[config.mk]
export PLATFORM = sky130hd
export DESIGN_NAME = cmpctl_top
export DESIGN_NICKNAME = d
export VERILOG_FILES = /design/src/rtl/cmpctl_top.v
export VERILOG_INCLUDE_DIRS = /design/src /design/src/rtl
export SDC_FILE = /design/constraint.sdc
export NUM_CORES = 1
export LEC_CHECK = 0
export BUFFER_PORTS_ARGS = -buffer_cell sky130_fd_sc_hd__buf_2
export CORE_MARGIN = 2
export CORE_UTILIZATION = 35
export DETAILED_ROUTE_END_ITERATION = 10
export PLACE_DENSITY = 0.68
export SKIP_LAST_GASP = 1
export SYNTH_ARGS = -nofsm -noshare
export SYNTH_HDL_FRONTEND = slang
export SYNTH_SLANG_ARGS = --single-unit
[constraint.sdc]
create_clock -name clock -period 1.3 [get_ports clock]
set_input_delay 0.195 -clock clock [delete_from_list [all_inputs] [get_ports clock]]
set_output_delay 0.195 -clock clock [all_outputs]
set_load 0.005 [all_outputs]
[src/rtl/cmpctl_consts.vh]
// Constants for the comparator control and event logic.
// Assumes inclusion by bare name from the design file.
`ifndef CMPCTL_CONSTS_VH
`define CMPCTL_CONSTS_VH

// ----------------------------------------
// Register offsets (byte addresses)
// ----------------------------------------
`define CMPCTL_ADDR_W 4
`define CMPCTL_OFS_CONTROL 4'h0
`define CMPCTL_OFS_STATUS 4'h4
`define CMPCTL_OFS_MASK 4'h8

// ----------------------------------------
// Control word fields
// ----------------------------------------
`define CMPCTL_BIT_ENABLE 15
`define CMPCTL_BIT_PIN_EN 14
`define CMPCTL_BIT_INVERT 13
`define CMPCTL_BIT_RESULT 8
`define CMPCTL_BIT_EDGE_HI 7
`define CMPCTL_BIT_EDGE_LO 6
`define CMPCTL_BIT_POS_REF 4
`define CMPCTL_BIT_NEG_HI 1
`define CMPCTL_BIT_NEG_LO 0
`define CMPCTL_CTRL_WMASK 32'h0000E0D3
`define CMPCTL_CTRL_RESET 32'h000000C3

// ----------------------------------------
// Edge select encodings
// ----------------------------------------
`define CMPCTL_EDGE_NONE 2'h0
`define CMPCTL_EDGE_RISE 2'h1
`define CMPCTL_EDGE_FALL 2'h2
`define CMPCTL_EDGE_BOTH 2'h3

`endif

[src/rtl/cmpctl_top.v]
// Digital control and event logic for one analog comparator.
// Assumes the analog core reports its raw result asynchronously and
// a single-clock register port with read data one cycle after the strobe.
`timescale 1ns/1ns
`include "cmpctl_consts.vh"

module cmpctl_top (
	input wire clock,
	input wire rst,
	input wire [3:0] addr,
	input wire [31:0] wdata,
	input wire wr,
	input wire rd,
	output reg [31:0] rdata,
	input wire raw_result,
	output reg comparator_on,
	output reg positive_input_ref_select,
	output reg [1:0] negative_input_select,
	output reg result_pin,
	output reg result_pin_oe,
	output reg compare_event,
	output reg irq
);

	// ----------------------------------------
	// Reset and mask images
	// ----------------------------------------
	localparam [31:0] CTRL_RESET = `CMPCTL_CTRL_RESET;
	localparam [31:0] CTRL_WMASK = `CMPCTL_CTRL_WMASK;
	localparam [31:0] WORD_ZERO = 32'h00000000;

	// ----------------------------------------
	// Functions
	// ----------------------------------------
	// Strobe qualified by one register offset
	function port_hit;
		input strobe;
		input [3:0] a;
		input [3:0] ofs;
		begin
			port_hit = strobe & (a == ofs);
		end
	endfunction

	// Edge qualifier for the selected event polarity
	function edge_hit;
		input [1:0] sel;
		input prev;
		input cur;
		begin
			case (sel)
				`CMPCTL_EDGE_RISE: edge_hit = ~prev & cur;
				`CMPCTL_EDGE_FALL: edge_hit = prev & ~cur;
				`CMPCTL_EDGE_BOTH: edge_hit = prev ^ cur;
				default: edge_hit = 1'h0;
			endcase
		end
	endfunction

	// Event polarity field of a control word
	function [1:0] ctrl_edge;
		input [31:0] c;
		begin
			ctrl_edge = c[`CMPCTL_BIT_EDGE_HI:`CMPCTL_BIT_EDGE_LO];
		end
	endfunction

	// Negative input field of a control word
	function [1:0] ctrl_neg;
		input [31:0] c;
		begin
			ctrl_neg = c[`CMPCTL_BIT_NEG_HI:`CMPCTL_BIT_NEG_LO];
		end
	endfunction

	// Control image as software reads it
	function [31:0] ctrl_view;
		input [31:0] c;
		input res;
		begin
			ctrl_view = c & CTRL_WMASK;
			ctrl_view[`CMPCTL_BIT_RESULT] = res;
		end
	endfunction

	// One-bit register widened to a bus word
	function [31:0] bit_view;
		input b;
		begin
			bit_view = {31'h00000000, b};
		end
	endfunction

	// ----------------------------------------
	// Registers and nets
	// ----------------------------------------
	reg [31:0] ctrl;
	reg [31:0] next_ctrl;
	reg sync1;
	reg sync2;
	reg result_prev;
	reg status;
	reg next_status;
	reg mask;
	reg next_mask;
	reg next_irq;
	reg next_event;
	reg [31:0] next_rdata;
	wire wr_ctrl;
	wire wr_status;
	wire wr_mask;
	wire rd_ctrl;
	wire rd_status;
	wire rd_mask;
	wire status_clear;
	wire enable;
	wire invert;
	wire pin_drive;
	wire [1:0] edge_sel;
	wire result;
	wire hit;

	// ----------------------------------------
	// Register port decode
	// ----------------------------------------
	assign wr_ctrl = port_hit(wr, addr, `CMPCTL_OFS_CONTROL);
	assign wr_status = port_hit(wr, addr, `CMPCTL_OFS_STATUS);
	assign wr_mask = port_hit(wr, addr, `CMPCTL_OFS_MASK);
	assign rd_ctrl = port_hit(rd, addr, `CMPCTL_OFS_CONTROL);
	assign rd_status = port_hit(rd, addr, `CMPCTL_OFS_STATUS);
	assign rd_mask = port_hit(rd, addr, `CMPCTL_OFS_MASK);
	// Write-one-to-clear on bit 0 only
	assign status_clear = wr_status & wdata[0];

	// ----------------------------------------
	// Control fields
	// ----------------------------------------
	assign enable = ctrl[`CMPCTL_BIT_ENABLE];
	assign invert = ctrl[`CMPCTL_BIT_INVERT];
	assign pin_drive = ctrl[`CMPCTL_BIT_PIN_EN];
	assign edge_sel = ctrl_edge(ctrl);

	// ----------------------------------------
	// Result path
	// ----------------------------------------
	// Disabled comparator reports low, as the analog core is powered off
	assign result = comparator_on & (sync2 ^ invert);
	// Edge taken after inversion, so polarity flips the raw edge used
	assign hit = edge_hit(edge_sel, result_prev, result);

	// ----------------------------------------
	// Next control word
	// ----------------------------------------
	always @* begin
		next_ctrl = ctrl;
		if (wr_ctrl) begin
			next_ctrl = wdata & CTRL_WMASK;
		end
	end

	// ----------------------------------------
	// Next status, mask and interrupt
	// ----------------------------------------
	always @* begin
		next_status = status;
		if (status_clear) begin
			next_status = 1'h0;
		end
		// Event set wins over a simultaneous clear
		if (hit) begin
			next_status = 1'h1;
		end
	end

	always @* begin
		next_mask = mask;
		if (wr_mask) begin
			next_mask = wdata[0];
		end
	end

	always @* begin
		next_irq = next_status & next_mask;
		next_event = hit;
	end

	// ----------------------------------------
	// Next read data
	// ----------------------------------------
	// Read data stands one cycle only, zero otherwise
	always @* begin
		next_rdata = WORD_ZERO;
		if (rd_ctrl) begin
			next_rdata = ctrl_view(ctrl, result);
		end else if (rd_status) begin
			next_rdata = bit_view(status);
		end else if (rd_mask) begin
			next_rdata = bit_view(mask);
		end
	end

	// ----------------------------------------
	// Input synchroniser
	// ----------------------------------------
	// Only the second stage feeds logic, to bound metastability
	always @(posedge clock) begin
		if (rst) begin
			sync1 <= 1'h0;
			sync2 <= 1'h0;
		end else begin
			sync1 <= raw_result;
			sync2 <= sync1;
		end
	end

	// ----------------------------------------
	// Edge detector
	// ----------------------------------------
	// Previous starts low, matching the powered-off result
	always @(posedge clock) begin
		if (rst) begin
			result_prev <= 1'h0;
			compare_event <= 1'h0;
		end else begin
			result_prev <= result;
			compare_event <= next_event;
		end
	end

	// ----------------------------------------
	// Control register
	// ----------------------------------------
	always @(posedge clock) begin
		if (rst) begin
			ctrl <= CTRL_RESET;
		end else begin
			ctrl <= next_ctrl;
		end
	end

	// ----------------------------------------
	// Status, mask and interrupt
	// ----------------------------------------
	always @(posedge clock) begin
		if (rst) begin
			status <= 1'h0;
		end else begin
			status <= next_status;
		end
	end

	always @(posedge clock) begin
		if (rst) begin
			mask <= 1'h0;
		end else begin
			mask <= next_mask;
		end
	end

	always @(posedge clock) begin
		if (rst) begin
			irq <= 1'h0;
		end else begin
			irq <= next_irq;
		end
	end

	// ----------------------------------------
	// Analog core controls
	// ----------------------------------------
	// Core settings lag the control word by one cycle
	always @(posedge clock) begin
		if (rst) begin
			comparator_on <= CTRL_RESET[`CMPCTL_BIT_ENABLE];
		end else begin
			comparator_on <= enable;
		end
	end

	always @(posedge clock) begin
		if (rst) begin
			positive_input_ref_select <= CTRL_RESET[`CMPCTL_BIT_POS_REF];
		end else begin
			positive_input_ref_select <= ctrl[`CMPCTL_BIT_POS_REF];
		end
	end

	always @(posedge clock) begin
		if (rst) begin
			negative_input_select <= ctrl_neg(CTRL_RESET);
		end else begin
			negative_input_select <= ctrl_neg(ctrl);
		end
	end

	// ----------------------------------------
	// Result pin
	// ----------------------------------------
	// Pin held low while undriven so no stale level leaks out
	always @(posedge clock) begin
		if (rst) begin
			result_pin <= 1'h0;
		end else begin
			result_pin <= result & pin_drive;
		end
	end

	always @(posedge clock) begin
		if (rst) begin
			result_pin_oe <= 1'h0;
		end else begin
			result_pin_oe <= pin_drive;
		end
	end

	// ----------------------------------------
	// Read data
	// ----------------------------------------
	// No guard after a disable write: software must leave that cycle quiet
	always @(posedge clock) begin
		if (rst) begin
			rdata <= WORD_ZERO;
		end else begin
			rdata <= next_rdata;
		end
	end

endmodule // cmpctl_top

=== After elaboration in Yosys (flattened, before gate mapping) ===
Index checks and enable logic that the tools add are counted.

* Register bits: 53
* Bits of input ports: 41
* Output and inout bits: 40
* Word-level logic and storage cells: 45

* Equal/unequal tests: 5
* Mux-type cells: 7
* Bitwise operators: 16
* Reduce and logical (&&, ||, !) cells: 2

{| class="wikitable"
|+ Operators by type and width
! kind !! number
|-
| $mux W16 || 1
|-
| $and A1 B1 Y1 || 12
|-
| $mux W1 || 5
|-
| $eq A2 B2 Y1 const B || 2
|-
| $eq A4 B3 Y1 const B || 1
|-
| $eq A4 B4 Y1 const B || 1
|-
| $logic_not A4 Y1 || 1
|-
| $pmux W1 S3 || 1
|-
| $reduce_or A3 Y1 || 1
|-
| $eq A2 B1 Y1 const B || 1
|-
| $not A1 Y1 || 2
|-
| $xor A1 B1 Y1 || 2
|}

=== Depth between registers and ports, before layout ===
* Depth in word-level cells: 7
* Gate-level depth with buffers: 7
* Depth with buffers taken out: 7

=== Least setup slack after synthesis ===
Ideal clock, no wire load.

* Path type: register to register
* From: register ctrl[13]
* To: register irq
* Library setup time: 0.140 ns
* Data arrival time: 1.260 ns
* Required time: 1.160 ns
* Slack: -0.100 ns
* Cell stages (with the launch flop): 8
* Buffers on the path: 0
* Clock period less this slack: 1.400 ns
* Cell sequence: dfxtp_1 > xor2_1 > nand2_1 > inv_1 > ha_1 > nor2b_1 > o21ai_0 > a311oi_1

* Cells in the longest elaborated chain, start to end: 7
* Elaborated cells between the ends (all ways): 9
* Classes of those cells: mux: 2; bitwise: 7

{| class="wikitable"
|+ RTL lines
! what !! RTL line !! source
|-
| start, declared || cmpctl_top.v:97 || <nowiki>reg [31:0] ctrl;</nowiki>
|-
| start signal, assigned || cmpctl_top.v:237 || <nowiki>ctrl <= next_ctrl;</nowiki>
|-
| $xor A1 B1 Y1 * || cmpctl_top.v:147 || <nowiki>assign result = comparator_on & (sync2 ^ invert);</nowiki>
|-
| $and A1 B1 Y1 * || cmpctl_top.v:147 ||
|-
| named net result || cmpctl_top.v:120 || <nowiki>wire result;</nowiki>
|-
| $not A1 Y1 || cmpctl_top.v:53 || <nowiki>`CMPCTL_EDGE_FALL: edge_hit = prev & ~cur;</nowiki>
|-
| $and A1 B1 Y1 || cmpctl_top.v:53 ||
|-
| $pmux W1 S3 * || cmpctl_top.v:51 || <nowiki>case (sel)</nowiki>
|-
| $mux W1 * || cmpctl_top.v:170 || <nowiki>if (hit) begin</nowiki>
|-
| $and A1 B1 Y1 * || cmpctl_top.v:183 || <nowiki>next_irq = next_status & next_mask;</nowiki>
|-
| end signal, assigned || cmpctl_top.v:264 || <nowiki>irq <= next_irq;</nowiki>
|-
| end, declared || cmpctl_top.v:22 || <nowiki>output reg irq</nowiki>
|}

The timed path passes the listed nets; every way through them passes the cells marked *.
A chain may end at the register's enable or synchronous reset.

=== Final worst setup path ===
* From: register ctrl[13]
* To: register status

* Cells in the longest elaborated chain, start to end: 6
* Elaborated cells between the ends (all ways): 8
* Classes of those cells: mux: 2; bitwise: 6

{| class="wikitable"
|+ RTL lines
! what !! RTL line !! source
|-
| $xor A1 B1 Y1 * || cmpctl_top.v:147 ||
|-
| $and A1 B1 Y1 * || cmpctl_top.v:147 ||
|-
| named net result || cmpctl_top.v:120 ||
|-
| $not A1 Y1 || cmpctl_top.v:53 ||
|-
| $and A1 B1 Y1 || cmpctl_top.v:53 ||
|-
| $pmux W1 S3 * || cmpctl_top.v:51 ||
|-
| $mux W1 * || cmpctl_top.v:170 ||
|-
| end signal, assigned || cmpctl_top.v:248 || <nowiki>status <= next_status;</nowiki>
|-
| end, declared || cmpctl_top.v:102 || <nowiki>reg status;</nowiki>
|}

Marked as above.

==> flow_metrics.env <==
export IMPL_yosysSeqAreaShare_pct=48.6
export IMPL_rr_startpoint="ctrl[13]"
export IMPL_p_leak_nw=0.741
export IMPL_finClkSkew_ns=0.00857
export IMPL_dp_hpwl_mm=1.72
export IMPL_drt_wirelength_per_cell_um=11.0
export IMPL_vias_per_cell=4.42
export IMPL_htree_levels=2
export IMPL_worst_slack_ns=-0.133
export IMPL_rsz0062_at_grt="true"
export IMPL_post_synth_main_area_contributors="dfxtp_1 (49%), buf_4 (14%), and3_1 (4.1%)"
export IMPL_path_class="reg -> reg"
export IMPL_final_hold_viol_count=0
export IMPL_wl_met1_um=965
export IMPL_power_density_nw_per_um2=1060
export IMPL_netlist_area_um2=1230
export IMPL_nets=218
export IMPL_area_growth_pct=25.3
export IMPL_hold_path_startpoint="raw_result"
export IMPL_grt_pass1_vias=859
export IMPL_yosysMostFrequentCell="dfxtp_1"
export IMPL_clk_pin_slew_worst_paths_ns=0.09
export IMPL_die_y_um=63.4
export IMPL_grt_total_usage_pct=12.4
export IMPL_clock_latency_ns=0.33
export IMPL_clockBufferDepth=2
export IMPL_finalMaxSlewViolations=0
export IMPL_cts_sinks=30
export IMPL_synth_edf_count=0
export IMPL_fin_crit_sh_pct=110
export IMPL_numCtsBuffers=5
export IMPL_start_util_pct=36.7
export IMPL_crit_fanout=2
export IMPL_drv_cap=0
export IMPL_die_w_um=63.4
export IMPL_drcViolationCount=0
export IMPL_rows=21
export IMPL_netlist_instances=128
export IMPL_route_met3_wl_um=157
export IMPL_syn_avg_cell_area_um2=9.65
export IMPL_top_layer_used="met4"
export IMPL_setup_viol=3
export IMPL_placedCellCount=211
export IMPL_yosys_warnings=0
export IMPL_final_core_util_pct=46.0
export IMPL_cts_root_buf="clkbuf_4"
export IMPL_core_area_um2=3360
export IMPL_violations="setup timing"
export IMPL_synth_top_area_cell="dfxtp_1"
export IMPL_drive_above_1_share_pct=39.2
export IMPL_synth_seq_cells=30
export IMPL_wl_mm=2.45
export IMPL_status="finished, violations left"
export IMPL_arrival_ns=1.65
export IMPL_numPortBuffers=33
export IMPL_fillers=346
export IMPL_ant_nets=0
export IMPL_ys_flop_type="dfxtp_1"
export IMPL_cts_tree="yes"
export IMPL_min_period_ns=1.43
export IMPL_top_level_ports=81
export IMPL_synthArstFlopShare_pct=0
export IMPL_yosysTopAreaCellShare_pct=48.6
export IMPL_dr_pass1_iters=4
export IMPL_yosysUniqueCellTypes=28
export IMPL_num_vias=981
export IMPL_synth_common_cells="dfxtp_1 (30), buf_4 (23), nand3_1 (10)"
export IMPL_antenna_found_initial=0
export IMPL_crit_start="ctrl[13]"
export IMPL_gp_congestion=0.825
export IMPL_diodes=0
export IMPL_critPathCaptureType="register"
export IMPL_fmax_ghz=0.698
export IMPL_grt_pass1_wl_mm=3.68
export IMPL_layout_cells_non_filler=222
export IMPL_dr_first_iter_drc_count=46
export IMPL_cts_hold_buf=0
export IMPL_min_path_type="in -> reg"
export IMPL_ir_drop_uv=269
export IMPL_crit_required_ns=1.52
export IMPL_grt_max_degree=16
export IMPL_grt_overflow=0
export IMPL_met2_length_mm=1.26
export IMPL_dieArea_um2=4020
export IMPL_cp_start_kind="register"
## what timing repair did
action | CTS | global route
endpoints found under the hold margin | 0 | 0
setup buffers | 2 | 1
pin swaps | 2 | 5
resized for setup | 3 | 9
endpoints found under the setup margin | 3 | 3
## worst paths after layout
path                 end  slack (ns)  cells after the start
setup / recovery  status       -0.13                      8
hold / removal     sync1        0.08                      2
setup reg to reg  status       -0.13                      8
hold reg to reg    sync2        0.45                      1
## final cells by class
class	count	area [µm²]	area share, %
inverter	4	15.0	0.970
tap	46	57.6	3.72
clock buffer	7	55.1	3.56
sequential	30	603	39.0
multi-input combinational	89	553	35.7
clock inverter	1	5.00	0.323
timing repair buffer	45	259	16.7
## placed cells by master (no fill, tap or decap), drive strengths merged
| cell | synthesis | routed |
|---|---|---|
| a21oi | 6 | 6 |
| o2bb2ai | 1 | 1 |
| nand3b | 1 | 1 |
| or3b | 1 | 1 |
| a311oi | 1 | 1 |
| o311ai | 1 | 1 |
| clkinv | 0 | 1 |
| o21ai | 9 | 9 |
| nor2b | 8 | 8 |
| and3 | 8 | 8 |
| dfxtp | 30 | 30 |
| nor3b | 1 | 1 |
| or2 | 3 | 3 |
| conb | 1 | 23 |
| clkbuf | 3 | 7 |
| and2 | 1 | 1 |
| xor2 | 1 | 1 |
| a31o | 1 | 1 |
| a31oi | 1 | 1 |
| nor2 | 4 | 4 |
| ha | 2 | 2 |
| mux2i | 1 | 1 |
| buf | 24 | 45 |
| nor4b | 1 | 1 |
| o31ai | 1 | 1 |
| inv | 4 | 4 |
| nand3 | 10 | 10 |
| nand2 | 3 | 3 |
## metrics by stage
stage | setup TNS, ns | area, µm² | hold WS [ns] | total power, W | setup slack [ns]
floorplan | -0.0289 | 1320 | 0.267 | 0.00106 | -0.0289
global placement | -0.252 | 1420 | 0.410 | 0.00108 | -0.131
detailed placement | -0.352 | 1420 | 0.410 | 0.00108 | -0.174
CTS | -0.444 | 1500 | 0.0665 | 0.00165 | -0.165
global route | -0.531 | 1550 | 0.0677 | 0.00171 | -0.213
finish | -0.303 | 1550 | 0.0754 | 0.00163 | -0.133
## sequential cells by signal, indices dropped and copies added (netlist names)
name and count:
rdata 9, ctrl 8, negative_input_select 2, comparator_on 1
compare_event 1, irq 1, mask 1, positive_input_ref_select 1
result_pin 1, result_pin_oe 1, result_prev 1, status 1
sync1 1, sync2 1
## power by group
group	internal (W)	total, W	leakage, nW	switching, W
registers	0.000929	0.000935	0.244	0.00000573
logic	0.0000524	0.000129	0.462	0.0000766
clock network	0.000262	0.000569	0.0353	0.000308
total	0.00124	0.00163	0.741	0.000390
## critical path: stages, from the launching register on
cell and delay [ns]:
dfxtp_2 0.35, xor2_2 0.18, nand2_2 0.09, inv_2 0.05, ha_4 0.26, nor2b_4 0.04
o21ai_2 0.16, buf_4 0.14, a31oi_1 0.07
## kinds of logic after synthesis
kind of cell / count (synthesis) / synth area share (%)
and+or+nand+nor: 41 / 19.9
buffers and inverters: 31 / 16.5
DFF: 30 / 48.6
AOI/OAI and AO/OA: 21 / 11.1
adders and majority gates: 2 / 2.03
other: 1 / 0.304
xor gates and xnor gates: 1 / 0.709
muxes: 1 / 0.811
## per-layer routing
metal,vias to the layer above,track usage [%]
li1,480,-
met1,453,12.4
met2,40,21.6
met3,8,3.93
met4,0,8.70
met5,-,0
No activity file was read; power rests on OpenSTA's default activity.
